==> src/shared/prc_pkg.sv <==
// Summary of operation
// - Unknown parameter number is rejected with code 00h.
// - Write to a read-only value is rejected with code 01h.
// - Write value below lower or above upper limit gives code 02h.
// - Nonexistent subindex for the parameter gives code 03h.
// - Subindex applied to a non-array parameter gives code 04h.
// - Write value type differing from declared type gives code 05h.
// - Clear-only parameter accepts zero only; nonzero write gives 06h.
// - Write to a fixed description element gives code 07h.
// - Description asked but parameter has none gives code 09h.
// - Change without modify rights gives code 0Bh.
// - Text array asked but parameter has none gives code 0Fh.
// - Applying mapping while mapping disabled gives code 11h.
// - User unit enable written outside inhibited or ready states gives 11h.
// - Position limit writes in operation or switching off give 11h.
// - Switch on or operation command with main power off gives 11h.
// - Pole detection mode selected while servo on gives 11h.
// - Leaving pole detection mode before completion gives 11h.
// - Store command while user unit setting enabled gives 11h.
// - Store or restore outside inhibited or ready states gives 11h.
// - Change to parameter 922 outside inhibited or ready states gives 11h.
// - In-limit value not among permitted discrete values gives 14h.
package prc_pkg;

   // Error codes returned to the requester
   localparam logic [7:0] ERR_NO_PARAM      = 8'h00;
   localparam logic [7:0] ERR_READ_ONLY     = 8'h01;
   localparam logic [7:0] ERR_LIMIT         = 8'h02;
   localparam logic [7:0] ERR_SUBINDEX      = 8'h03;
   localparam logic [7:0] ERR_NO_ARRAY      = 8'h04;
   localparam logic [7:0] ERR_DATA_TYPE     = 8'h05;
   localparam logic [7:0] ERR_RESET_ONLY    = 8'h06;
   localparam logic [7:0] ERR_DESC_FIXED    = 8'h07;
   localparam logic [7:0] ERR_NO_DESC       = 8'h09;
   localparam logic [7:0] ERR_NO_PRIORITY   = 8'h0B;
   localparam logic [7:0] ERR_NO_TEXT       = 8'h0F;
   localparam logic [7:0] ERR_OP_MODE       = 8'h11;
   localparam logic [7:0] ERR_VALUE         = 8'h14;
   localparam logic [7:0] ERR_NONE_CODE     = 8'hFF;

   // Parameter numbers with state-dependent access, and the store/restore command and clear values
   localparam logic [15:0] PNU_RESTORE      = 16'h03D0;
   localparam logic [15:0] PNU_STORE        = 16'h03D1;
   localparam logic [15:0] PNU_TELEGRAM     = 16'h039A;
   localparam logic [15:0] IDX_USER_UNIT    = 16'h2300;
   localparam logic [31:0] CMD_VALUE_ONE    = 32'h0000_0001;
   localparam logic [31:0] VALUE_ZERO       = 32'h0000_0000;

   // Drive machine states
   typedef enum logic [2:0] {
      state_switch_on_inhibited = 3'b000,
      state_ready_to_switch_on  = 3'b001,
      state_switched_on         = 3'b010,
      state_operation_enabled   = 3'b011,
      state_switching_off       = 3'b100,
      substate_ramp_stop        = 3'b101,
      substate_quick_stop       = 3'b110,
      state_fault               = 3'b111
   } prc_mstate_e;

   // What the request touches
   typedef enum logic [1:0] {
      ATTR_VALUE = 2'b00,
      ATTR_DESC  = 2'b01,
      ATTR_TEXT  = 2'b10
   } prc_attr_e;

   // Request from the fieldbus side
   typedef struct packed {
      logic        write;
      prc_attr_e   attr;
      logic [15:0] pnu;
      logic        has_subidx;
      logic [7:0]  subidx;
      logic [31:0] value;
      logic [3:0]  value_type;
      logic        desc_fixed_elem;
      logic        map_apply;
      logic        cmd_power_on;
      logic        mode_to_pole;
      logic        mode_from_pole;
      logic        pos_limit_obj;
   } prc_req_s;

   // Attributes of the addressed parameter, from the dictionary
   typedef struct packed {
      logic        exists;
      logic        read_only;
      logic        is_array;
      logic [7:0]  num_elems;
      logic [3:0]  dtype;
      logic        signed_val;
      logic [31:0] low_limit;
      logic [31:0] high_limit;
      logic        clear_only;
      logic        has_desc;
      logic        has_text;
      logic        discrete;
      logic        value_allowed;
   } prc_attr_s;

   // Drive status seen by the checker
   typedef struct packed {
      prc_mstate_e mstate;
      logic        write_rights;
      logic        map_enabled;
      logic        main_power_on;
      logic        servo_on;
      logic        pole_done;
      logic        user_unit_en;
   } prc_drv_s;

   // Answer to the requester
   typedef struct packed {
      logic       done;
      logic       error;
      logic [7:0] code;
      logic       exec;
   } prc_rsp_s;

endpackage

==> src/rtl/prc_check.sv <==
`timescale 1ns/100ps
// Checks one acyclic parameter request per valid pulse and answers one
// cycle later with a single verdict: an error code or permission to act.
module prc_check (
   input  wire logic             clock,
   input  wire logic             reset_n,
   input  wire logic             req_valid,
   input  wire prc_pkg::prc_req_s  req,
   input  wire prc_pkg::prc_attr_s attr,
   input  wire prc_pkg::prc_drv_s  drv,
   output prc_pkg::prc_rsp_s       rsp
);

   typedef struct packed {
      prc_pkg::prc_rsp_s rsp;
   } prc_state_s;

   prc_state_s state_reg;
   prc_state_s state_next;

   logic       idle_state;
   logic       run_state;
   logic       below_low;
   logic       above_high;
   logic       fail;
   logic [7:0] code;

   // Machine state groupings
   always_comb begin
      idle_state = (drv.mstate == prc_pkg::state_switch_on_inhibited) ||
                   (drv.mstate == prc_pkg::state_ready_to_switch_on);
      run_state  = (drv.mstate == prc_pkg::state_operation_enabled) ||
                   (drv.mstate == prc_pkg::state_switching_off) ||
                   (drv.mstate == prc_pkg::substate_ramp_stop) ||
                   (drv.mstate == prc_pkg::substate_quick_stop);
   end

   // Limit compare honours the parameter's signedness
   always_comb begin
      if (attr.signed_val) begin
         below_low  = $signed(req.value) < $signed(attr.low_limit);
         above_high = $signed(req.value) > $signed(attr.high_limit);
      end else begin
         below_low  = req.value < attr.low_limit;
         above_high = req.value > attr.high_limit;
      end
   end

   // Priority chain: addressing faults first, then the unchangeable description
   // element, rights and read-only, then the state-dependent refusals, then value checks. Only one code leaves.
   always_comb begin
      fail = 1'b1;
      code = prc_pkg::ERR_NONE_CODE;
      if (!attr.exists) begin
         code = prc_pkg::ERR_NO_PARAM;
      end else if (req.has_subidx && !attr.is_array) begin
         code = prc_pkg::ERR_NO_ARRAY;
      end else if (req.has_subidx && req.subidx >= attr.num_elems) begin
         code = prc_pkg::ERR_SUBINDEX;
      end else if (req.attr == prc_pkg::ATTR_DESC && !attr.has_desc) begin
         code = prc_pkg::ERR_NO_DESC;
      end else if (req.attr == prc_pkg::ATTR_TEXT && !attr.has_text) begin
         code = prc_pkg::ERR_NO_TEXT;
      end else if (req.write && req.attr == prc_pkg::ATTR_DESC &&
                   req.desc_fixed_elem) begin
         code = prc_pkg::ERR_DESC_FIXED;
      end else if (req.write && !drv.write_rights) begin
         code = prc_pkg::ERR_NO_PRIORITY;
      end else if (req.write && attr.read_only) begin
         code = prc_pkg::ERR_READ_ONLY;
      end else if (req.map_apply && !drv.map_enabled) begin
         code = prc_pkg::ERR_OP_MODE;
      end else if (req.write && req.pnu == prc_pkg::IDX_USER_UNIT &&
                   !idle_state) begin
         code = prc_pkg::ERR_OP_MODE;
      end else if (req.write && req.pos_limit_obj && run_state) begin
         code = prc_pkg::ERR_OP_MODE;
      end else if (req.cmd_power_on && !drv.main_power_on) begin
         code = prc_pkg::ERR_OP_MODE;
      end else if (req.mode_to_pole && drv.servo_on) begin
         code = prc_pkg::ERR_OP_MODE;
      end else if (req.mode_from_pole && !drv.pole_done) begin
         code = prc_pkg::ERR_OP_MODE;
      end else if (req.write && req.pnu == prc_pkg::PNU_STORE &&
                   req.value == prc_pkg::CMD_VALUE_ONE &&
                   drv.user_unit_en) begin
         code = prc_pkg::ERR_OP_MODE;
      end else if (req.write && (req.pnu == prc_pkg::PNU_STORE ||
                   req.pnu == prc_pkg::PNU_RESTORE) &&
                   req.value == prc_pkg::CMD_VALUE_ONE && !idle_state) begin
         code = prc_pkg::ERR_OP_MODE;
      end else if (req.write && req.pnu == prc_pkg::PNU_TELEGRAM &&
                   !idle_state) begin
         code = prc_pkg::ERR_OP_MODE;
      end else if (req.write && req.value_type != attr.dtype) begin
         code = prc_pkg::ERR_DATA_TYPE;
      end else if (req.write && attr.clear_only &&
                   req.value != prc_pkg::VALUE_ZERO) begin
         code = prc_pkg::ERR_RESET_ONLY;
      end else if (req.write && (below_low || above_high)) begin
         code = prc_pkg::ERR_LIMIT;
      end else if (req.write && attr.discrete && !attr.value_allowed) begin
         code = prc_pkg::ERR_VALUE;
      end else begin
         fail = 1'b0;
      end
   end

   // Next-state: answer pulses for one cycle after each request
   always_comb begin
      state_next          = state_reg;
      state_next.rsp.done = req_valid;
      if (req_valid) begin
         state_next.rsp.error = fail;
         state_next.rsp.code  = fail ? code : prc_pkg::ERR_NONE_CODE;
         state_next.rsp.exec  = !fail;
      end else begin
         state_next.rsp.exec  = 1'b0;
      end
   end

   // Verdict register; reset leaves the no-error code showing
   always_ff @(posedge clock or negedge reset_n) begin
      if (!reset_n) begin
         state_reg <= '0;
         state_reg.rsp.code <= prc_pkg::ERR_NONE_CODE;
      end else begin
         state_reg <= state_next;
      end
   end

   assign rsp = state_reg.rsp;

   // Checks sample the verdict one edge after the strobe, where it stands;
   // reset disables them so the flush of the answer flop is not judged.

   // Accept and refuse never leave together
   chk_exec_error_excl: assert property (
      @(posedge clock) disable iff (!reset_n)
      rsp.done |-> (rsp.exec != rsp.error))
      else $error("exec and error clash");

   // The no-error code shows exactly when nothing failed
   chk_code_matches: assert property (
      @(posedge clock) disable iff (!reset_n)
      rsp.done |-> rsp.error == (rsp.code != 8'hFF))
      else $error("code and error flag disagree");

   // Permission to act only comes with an answer
   chk_exec_needs_done: assert property (
      @(posedge clock) disable iff (!reset_n)
      rsp.exec |-> rsp.done)
      else $error("exec without answer");

   // One answer, one cycle after its request
   chk_done_pulse: assert property (
      @(posedge clock) disable iff (!reset_n)
      req_valid |=> rsp.done ##1 (rsp.done == $past(req_valid)))
      else $error("answer not one cycle after request");

   // No strobe, no answer
   chk_idle_quiet: assert property (
      @(posedge clock) disable iff (!reset_n)
      !req_valid |=> !rsp.done && !rsp.exec)
      else $error("answer without request");

   // Verdict holds until the next request is taken
   chk_verdict_hold: assert property (
      @(posedge clock) disable iff (!reset_n)
      !req_valid |=> $stable(rsp.code) && $stable(rsp.error))
      else $error("verdict moved without request");

   // A plain value read of a known parameter is always performed
   chk_clean_accept: assert property (
      @(posedge clock) disable iff (!reset_n)
      req_valid && attr.exists && !req.write && !req.has_subidx &&
      req.attr == prc_pkg::ATTR_VALUE && !req.map_apply &&
      !req.cmd_power_on && !req.mode_to_pole && !req.mode_from_pole
      |=> rsp.exec && rsp.code == 8'hFF)
      else $error("clean read refused");

   // Unknown parameter outranks every other cause
   chk_missing_param: assert property (
      @(posedge clock) disable iff (!reset_n)
      req_valid && !attr.exists |=> rsp.error && rsp.code == 8'h00)
      else $error("missing parameter not 00h");

   // Read-only value with nothing else wrong
   chk_read_only: assert property (
      @(posedge clock) disable iff (!reset_n)
      req_valid && attr.exists && req.write && attr.read_only &&
      !req.has_subidx && req.attr == prc_pkg::ATTR_VALUE && drv.write_rights
      |=> rsp.code == 8'h01)
      else $error("read-only write not 01h");

   // Unsigned value above the upper limit is never performed
   chk_limit_high: assert property (
      @(posedge clock) disable iff (!reset_n)
      req_valid && req.write && !attr.signed_val &&
      req.value > attr.high_limit |=> rsp.error && !rsp.exec)
      else $error("value above limit accepted");

   // Signed value below the lower limit is never performed
   chk_limit_low: assert property (
      @(posedge clock) disable iff (!reset_n)
      req_valid && req.write && attr.signed_val &&
      $signed(req.value) < $signed(attr.low_limit)
      |=> rsp.error && !rsp.exec)
      else $error("value below limit accepted");

   // Subindex past the last element of an array
   chk_bad_subidx: assert property (
      @(posedge clock) disable iff (!reset_n)
      req_valid && attr.exists && attr.is_array && req.has_subidx &&
      req.subidx >= attr.num_elems |=> rsp.code == 8'h03)
      else $error("bad subindex not 03h");

   // Subindex on a plain parameter
   chk_no_array: assert property (
      @(posedge clock) disable iff (!reset_n)
      req_valid && attr.exists && req.has_subidx && !attr.is_array
      |=> rsp.code == 8'h04)
      else $error("no array not 04h");

   // Wrong data type on a write is never performed
   chk_data_type: assert property (
      @(posedge clock) disable iff (!reset_n)
      req_valid && req.write && req.value_type != attr.dtype
      |=> rsp.error && !rsp.exec)
      else $error("type mismatch accepted");

   // Clear-only parameter refuses anything but zero
   chk_clear_only: assert property (
      @(posedge clock) disable iff (!reset_n)
      req_valid && req.write && attr.clear_only &&
      req.value != 32'h0000_0000 |=> rsp.error && !rsp.exec)
      else $error("nonzero clear accepted");

   // Fixed description element with nothing else wrong
   chk_desc_fixed: assert property (
      @(posedge clock) disable iff (!reset_n)
      req_valid && attr.exists && !req.has_subidx && req.write &&
      req.attr == prc_pkg::ATTR_DESC && attr.has_desc &&
      req.desc_fixed_elem |=> rsp.code == 8'h07)
      else $error("fixed description not 07h");

   // Description asked where none exists
   chk_no_desc: assert property (
      @(posedge clock) disable iff (!reset_n)
      req_valid && attr.exists && !req.has_subidx &&
      req.attr == prc_pkg::ATTR_DESC && !attr.has_desc
      |=> rsp.code == 8'h09)
      else $error("missing description not 09h");

   // Write without rights, addressing otherwise sound
   chk_rights: assert property (
      @(posedge clock) disable iff (!reset_n)
      req_valid && attr.exists && req.write && !drv.write_rights &&
      !req.has_subidx && req.attr == prc_pkg::ATTR_VALUE
      |=> rsp.code == 8'h0B)
      else $error("rights not 0Bh");

   // Text array asked where none exists
   chk_no_text: assert property (
      @(posedge clock) disable iff (!reset_n)
      req_valid && attr.exists && !req.has_subidx &&
      req.attr == prc_pkg::ATTR_TEXT && !attr.has_text
      |=> rsp.code == 8'h0F)
      else $error("missing text array not 0Fh");

   // Mapping applied while disabled, on a plain read
   chk_map_enable: assert property (
      @(posedge clock) disable iff (!reset_n)
      req_valid && attr.exists && !req.has_subidx && !req.write &&
      req.attr == prc_pkg::ATTR_VALUE && req.map_apply &&
      !drv.map_enabled |=> rsp.code == 8'h11)
      else $error("mapping refusal not 11h");

   // User unit enable only moves in the two idle states
   chk_user_unit: assert property (
      @(posedge clock) disable iff (!reset_n)
      req_valid && req.write && req.pnu == 16'h2300 &&
      drv.mstate > prc_pkg::state_ready_to_switch_on |=> !rsp.exec)
      else $error("user unit change accepted in run");

   // Position limits frozen while running or stopping
   chk_pos_limit: assert property (
      @(posedge clock) disable iff (!reset_n)
      req_valid && req.write && req.pos_limit_obj &&
      drv.mstate >= prc_pkg::state_operation_enabled &&
      drv.mstate <= prc_pkg::substate_quick_stop |=> !rsp.exec)
      else $error("position limit changed in run");

   // No switching on without main power
   chk_main_power: assert property (
      @(posedge clock) disable iff (!reset_n)
      req_valid && req.cmd_power_on && !drv.main_power_on |=> !rsp.exec)
      else $error("power-on accepted with mains off");

   // Power-on command with mains off, nothing else wrong, answers 11h
   chk_power_code: assert property (
      @(posedge clock) disable iff (!reset_n)
      req_valid && attr.exists && !req.has_subidx && !req.write &&
      req.attr == prc_pkg::ATTR_VALUE && !req.map_apply &&
      req.cmd_power_on && !drv.main_power_on |=> rsp.code == 8'h11)
      else $error("power refusal not 11h");

   // Pole detection only from servo off
   chk_pole_servo: assert property (
      @(posedge clock) disable iff (!reset_n)
      req_valid && req.mode_to_pole && drv.servo_on |=> !rsp.exec)
      else $error("pole mode accepted with servo on");

   // Pole detection cannot be left before it completes
   chk_pole_leave: assert property (
      @(posedge clock) disable iff (!reset_n)
      req_valid && req.mode_from_pole && !drv.pole_done |=> !rsp.exec)
      else $error("pole mode left before completion");

   // Store refused while user units are enabled or the drive is busy
   chk_store_state: assert property (
      @(posedge clock) disable iff (!reset_n)
      req_valid && req.write && req.pnu == 16'h03D1 &&
      req.value == 32'h0000_0001 && (!idle_state || drv.user_unit_en)
      |=> rsp.error)
      else $error("store accepted wrongly");

   // Restore only in the two idle states
   chk_restore_state: assert property (
      @(posedge clock) disable iff (!reset_n)
      req_valid && req.write && req.pnu == 16'h03D0 &&
      req.value == 32'h0000_0001 &&
      drv.mstate > prc_pkg::state_ready_to_switch_on |=> rsp.error)
      else $error("restore accepted in run");

   // Telegram selection only in the two idle states
   chk_pnu922_state: assert property (
      @(posedge clock) disable iff (!reset_n)
      req_valid && req.write && req.pnu == 16'h039A && !idle_state
      |=> !rsp.exec)
      else $error("922 change accepted in run");

   // Discrete parameter refuses values off its list
   chk_discrete: assert property (
      @(posedge clock) disable iff (!reset_n)
      req_valid && req.write && attr.discrete && !attr.value_allowed
      |=> rsp.error && !rsp.exec)
      else $error("disallowed discrete value accepted");

endmodule

==> config.mk <==
export PLATFORM = sky130hd
export DESIGN_NAME = prc_check
export DESIGN_NICKNAME = d
export VERILOG_FILES = /design/src/shared/prc_pkg.sv /design/src/rtl/prc_check.sv
export SDC_FILE = /design/constraint.sdc
export NUM_CORES = 1
export LEC_CHECK = 0
export ABC_AREA = 1
export BUFFER_PORTS_ARGS = -buffer_cell sky130_fd_sc_hd__buf_2
export CORE_MARGIN = 4
export CORE_UTILIZATION = 45
export CTS_CLUSTER_DIAMETER = 40
export CTS_CLUSTER_SIZE = 16
export DETAILED_ROUTE_END_ITERATION = 16
export GPL_TIMING_DRIVEN = 1
export PLACE_DENSITY_LB_ADDON = 0.1
export SETUP_SLACK_MARGIN = 0.05
export SYNTH_ARGS = -nofsm -noshare
export SYNTH_HDL_FRONTEND = slang
export SYNTH_SLANG_ARGS = --single-unit
==> constraint.sdc <==
create_clock -name clock -period 0.97 [get_ports clock]
set_input_delay 0.1455 -clock clock [delete_from_list [all_inputs] [get_ports clock]]
set_output_delay 0.1455 -clock clock [all_outputs]
set_load 0.05 [all_outputs]
## Word-level counts from Yosys, hierarchy flattened

Cells that the tools add are included.

- Register bits after elaboration: 11
- Input bits: 167
- Output and inout port bits: 11
- Word-level logic and storage cells: 116

- Order comparisons: 5
- Equality and inequality tests: 13
- Multiplexer cells: 46
- Reduce and logical (&&, ||, !) cells: 48

Operators by type and width:

| kind | count |
|---|---|
| 8-bit two-way mux | 22 |
| 32-bit > comparator | 2 |
| 32-bit less-than comparator | 2 |
| 16-bit by 10-bit == test with 1-bit output, second input constant | 3 |
| 32-bit by 1-bit == test with 1-bit output, second input constant | 1 |
| 32-bit nonzero test | 1 |
| 1-bit logical AND | 30 |
| 1-bit two-way mux | 24 |
| 16-bit by 14-bit == test with 1-bit output, second input constant | 1 |
| 1-bit logical NOT | 10 |
| 3-bit == test, second input constant | 3 |
| 8-bit >= comparator | 1 |
| 1-bit logical OR | 6 |
| 4-bit != test | 1 |
| 3-bit by 1-bit == test with 1-bit output, second input constant | 1 |
| 3-bit by 2-bit == test with 1-bit output, second input constant | 1 |
| 3-bit logical NOT | 1 |
| 2-bit by 1-bit == test with 1-bit output, second input constant | 1 |
| 2-bit == test, second input constant | 1 |

## Depth between registers and ports, before layout

- Word-level depth: 26
- Depth in mapped cells: 25
- Depth with buffers taken out: 25

## Worst setup path after synthesis

Ideal clock, no wire load.

- Kind: input port to flip-flop
- From: in attr[36] in the netlist's numbering
- To: reg, netlist name rsp[9]
- Setup time: 119 ps
- Arrival: 1643 ps
- Required time: 851 ps
- Slack: -793 ps
- Cell stages on the path: 17
- Path buffers: 0
- Cell sequence: inv_1 ha_1 nand2_1 nor2_2 nand2_2 nor4_4 nand2_1 nand3_1 nand2_1 nand2_1 nand2_2 nand2_2 nand4_2 inv_2 nand4_4 nor2_4 nor2_2

- Cells in the longest elaborated chain, start to end: 24
- Elaborated cells on any way between the ends: 25
- Classes of those cells: 2 x order compare; 21 x mux; 2 x reduce/logical

Ends and longest elaborated chain:

| element | line | text |
|---|---|---|
| start: declaration | prc_check.sv:9 | `input wire prc_pkg::prc_attr_s attr,` |
| 32-bit > comparator, on equally long branches | prc_check.sv:45, prc_check.sv:42 |  |
| 1-bit two-way mux * | prc_check.sv:40 | `if (attr.signed_val) begin` |
| 1-bit logical OR * | prc_check.sv:100 | `end else if (req.write && (below_low \|\| above_high)) begin` |
| 1-bit logical AND * | prc_check.sv:100 |  |
| 1-bit two-way mux * | prc_check.sv:100 |  |
| 1-bit two-way mux * | prc_check.sv:97 | `end else if (req.write && attr.clear_only &&` |
| 1-bit two-way mux * | prc_check.sv:95 | `end else if (req.write && req.value_type != attr.dtype) begin` |
| 1-bit two-way mux * | prc_check.sv:92 | `end else if (req.write && req.pnu == prc_pkg::PNU_TELEGRAM &&` |
| (+8 left out) | n/a |  |
| 1-bit two-way mux * | prc_check.sv:69 | `end else if (req.write && attr.read_only) begin` |
| 1-bit two-way mux * | prc_check.sv:67 | `end else if (req.write && !drv.write_rights) begin` |
| 1-bit two-way mux * | prc_check.sv:64 | `end else if (req.write && req.attr == prc_pkg::ATTR_DESC &&` |
| 1-bit two-way mux * | prc_check.sv:62 | `end else if (req.attr == prc_pkg::ATTR_TEXT && !attr.has_text) begin` |
| 1-bit two-way mux * | prc_check.sv:60 | `end else if (req.attr == prc_pkg::ATTR_DESC && !attr.has_desc) begin` |
| 1-bit two-way mux * | prc_check.sv:58 | `end else if (req.has_subidx && req.subidx >= attr.num_elems) begin` |
| 1-bit two-way mux * | prc_check.sv:56 | `end else if (req.has_subidx && !attr.is_array) begin` |
| 1-bit two-way mux * | prc_check.sv:54 | `if (!attr.exists) begin` |

Mark *: on every way between the ends. The rest lies on a longest branch, timed or not.
A chain may end at the register's enable or synchronous reset.

## Final worst setup path

- From: in attr[21] in the netlist's numbering
- To: reg, netlist name rsp[9]

- Cells in the longest elaborated chain, start to end: 24
- Elaborated cells on any way between the ends: 25
- Classes of those cells: 2 x order compare; 21 x mux; 2 x reduce/logical

Ends and longest elaborated chain:

| element | line |
|---|---|
| 32-bit > comparator, on equally long branches | prc_check.sv:45, prc_check.sv:42 |
| 1-bit two-way mux * | prc_check.sv:40 |
| 1-bit logical OR * | prc_check.sv:100 |
| 1-bit logical AND * | prc_check.sv:100 |
| 1-bit two-way mux * | prc_check.sv:100 |
| 1-bit two-way mux * | prc_check.sv:97 |
| 1-bit two-way mux * | prc_check.sv:95 |
| 1-bit two-way mux * | prc_check.sv:92 |
| (+8 left out) | n/a |
| 1-bit two-way mux * | prc_check.sv:69 |
| 1-bit two-way mux * | prc_check.sv:67 |
| 1-bit two-way mux * | prc_check.sv:64 |
| 1-bit two-way mux * | prc_check.sv:62 |
| 1-bit two-way mux * | prc_check.sv:60 |
| 1-bit two-way mux * | prc_check.sv:58 |
| 1-bit two-way mux * | prc_check.sv:56 |
| 1-bit two-way mux * | prc_check.sv:54 |

Marks and branches as above.

==> impl_metrics.env <==
export IMPL_clkSinkCount=9
export IMPL_slew_headroom=0.744
export IMPL_core_area_um2=6310
export IMPL_die_h_um=88.4
export IMPL_drt_first_pass_iters=4
export IMPL_die_area_um2=7810
export IMPL_finClkSkew_ns=0
export IMPL_gp_congestion=0.931
export IMPL_wl_per_cell_um=12.9
export IMPL_numPortBuffers=177
export IMPL_hpwl_um=8150
export IMPL_cap_violations=0
export IMPL_finalCriticalPeriod_ns=1.78
export IMPL_ios=178
export IMPL_crit_type="input port to register"
export IMPL_synthCells=477
export IMPL_syn2layout_area_growth_pct=72.9
export IMPL_worst_pin_slew_ns=0.374
export IMPL_synthDistinctLibCells=39
export IMPL_ir_drop_v=0.000574
export IMPL_cts_root_buf="clkbuf_8"
export IMPL_track_usage=0.226
export IMPL_hold_viol_final=0
export IMPL_diodes=0
export IMPL_ys_seq_area_frac=0.0800
export IMPL_syn_area_um2=2910
export IMPL_setup_ws_ns=-0.811
export IMPL_tns_ns=-7.25
export IMPL_startpoint_type="input port"
export IMPL_cellLeakagePower_nw=2.71
export IMPL_final_net_count=922
export IMPL_fmax_mhz=562
export IMPL_grt_start_max_net_pins=10
export IMPL_vias_per_cell=4.93
export IMPL_grt_pass1_vias=3690
export IMPL_rsz0062_at_grt="true"
export IMPL_min_period_over_period=1.84
export IMPL_die_w_um=88.4
export IMPL_drtIter0Drc=118
export IMPL_yosys_top_cells_area="ha_1 31%, nand2_1 15%, inv_1 14%, nor2_1 6.6%, a21oi_1 6.2%"
export IMPL_syn_nets=715
export IMPL_synth_top_area_frac=0.305
export IMPL_routed_wl_um=9780
export IMPL_drcViolationCount=0
export IMPL_grt_first_pass_wirelength_um=14600
export IMPL_top_regs="rsp (9)"
export IMPL_initial_core_util=0.461
export IMPL_numCtsBuffers=3
export IMPL_antenna_found_initial=0
export IMPL_min_path_type="input port to register"
export IMPL_drv_slew=0
export IMPL_path_max_fanout=3
export IMPL_outcome="finished, violations left"
export IMPL_finalSetupViolations=16
export IMPL_drive_above_1_share=0.496
export IMPL_final_common_cell="buf_2"
export IMPL_cp_arrival_ns=1.91
export IMPL_worstSkewPairLatency_ns=0.24
export IMPL_crit_required_ns=1.10
export IMPL_synth_warnings=0
export IMPL_vias=3744
export IMPL_final_cell_mix="145 x buf_2, 97 x nand2_1, 77 x inv_1, 48 x nor2_1, 38 x ha_4"
export IMPL_failed_checks="setup timing"
export IMPL_clk_pin_slew_ns=0.05
export IMPL_final_cells=760
export IMPL_dpl_cell_count=750
export IMPL_h_tree_depth=1
export IMPL_largest_register="rsp"
export IMPL_ant_nets=0
export IMPL_grt_overflow=0
export IMPL_hold_slack_ns=0.171
export IMPL_cp_end_kind="register"
export IMPL_rows=29
export IMPL_syn_avg_cell_area_um2=6.10
export IMPL_largest_reg_flops=9
export IMPL_synth_top_cell_by_area="ha_1"
export IMPL_power_density_nw_per_um2=592
export IMPL_cts_tree="yes"
export IMPL_cts_path_max_buffers=2
export IMPL_finalPower_mw=2.98
export IMPL_ys_ff_latch=9
## cell families (layout without fill, tap and decap cells)
group | count (synthesis) | in the layout | synth area share
simple gates | 220 | 220 | 0.340
buf+inv | 115 | 321 | 0.152
compound gates | 59 | 59 | 0.114
fa+ha+maj | 71 | 71 | 0.305
flops | 9 | 9 | 0.0800
xor+xnor | 3 | 3 | 0.00903
## through the flow
stage / cell area (µm²) / setup WS, ns / utilization
2_1_floorplan: 3340 / -0.708 / -
3_3_place_gp: 4450 / -1.06 / 0.705
3_5_place_dp: 4450 / -1.10 / 0.705
4_1_cts: 4730 / -0.818 / 0.749
5_1_grt: 5030 / -0.965 / 0.797
6_report: 5030 / -0.811 / 0.797
## final cells by class
cell class                      count  area [µm²]
Clock buffer                        3        41.3
Tap cell                           77        96.3
Clock inverter                      1        5.00
Timing Repair Buffer              205        1310
Multi-Input combinational cell    353        2890
Fill cell                         461        1280
Inverter                          112         455
Sequential cell                     9         236
## path summary, 6_finish.rpt
path / from / end / slack, ns / cells after the start
max in group asynchronous: reset_n / rsp[4]$_DFFE_PN1P_ / 0.39 / 2
worst max-delay path: attr[21] / rsp[9]$_DFFE_PN0P_ / -0.81 / 15
worst min-delay path: attr[84] / rsp[3]$_DFFE_PN1P_ / 0.17 / 3
worst min register to register: rsp[5]$_DFFE_PN1P_ / rsp[5]$_DFFE_PN1P_ / 0.49 / 2
worst max register to register: rsp[7]$_DFFE_PN1P_ / rsp[7]$_DFFE_PN1P_ / 0.09 / 2
min in group asynchronous: reset_n / rsp[9]$_DFFE_PN0P_ / 0.34 / 2
## synthesized netlist by cell type (all sizes together)
master,number
nand2,116
nand3b,2
a311oi,1
or2,4
buf,3
nor4,7
ha,71
o2111ai,1
a21o,1
xnor2,2
a2111oi,1
dfstp,6
nor3b,1
nand4,12
o22ai,1
dfrtp,3
clkinv,1
o21bai,1
o211ai,1
nor3,9
nand3,13
inv,111
o21ai,12
nor2,55
a21oi,37
and3,1
o21a,3
xor2,1
## where the power goes
group	leakage (nW)	internal (mW)	total [mW]	switching (mW)
Clock	0.0255	0.281	0.449	0.168
Sequential	0.0977	0.415	0.435	0.0206
Combinational	2.58	1.02	2.09	1.07
## layer usage
metal	wire length [µm]	GRT usage	up-vias
li1	-	-	1941
met1	3730	0.249	1656
met2	5180	0.447	124
met3	599	0.0251	23
met4	266	0.0646	0
met5	0	0	-
## worst max-delay path, cell delays in order
cell	delay [ns]
buf_2	0.08
inv_2	0.04
ha_4	0.24
nand4_1	0.18
nor4_4	0.28
buf_4	0.15
nand4_1	0.08
nand2_1	0.10
nand2_2	0.08
nand2_4	0.10
nand4_4	0.08
inv_2	0.08
nand4_4	0.09
nor2_4	0.13
nor2_2	0.04
## timing repair
action	4_1_cts	5_1_grt
endpoints found under the hold margin	9	0
pin swaps	13	46
setup endpoints to repair	19	19
gates resized for setup	50	72
buffers inserted	3	2
hold buffers	1	0
(Power assumes the default switching activity.)
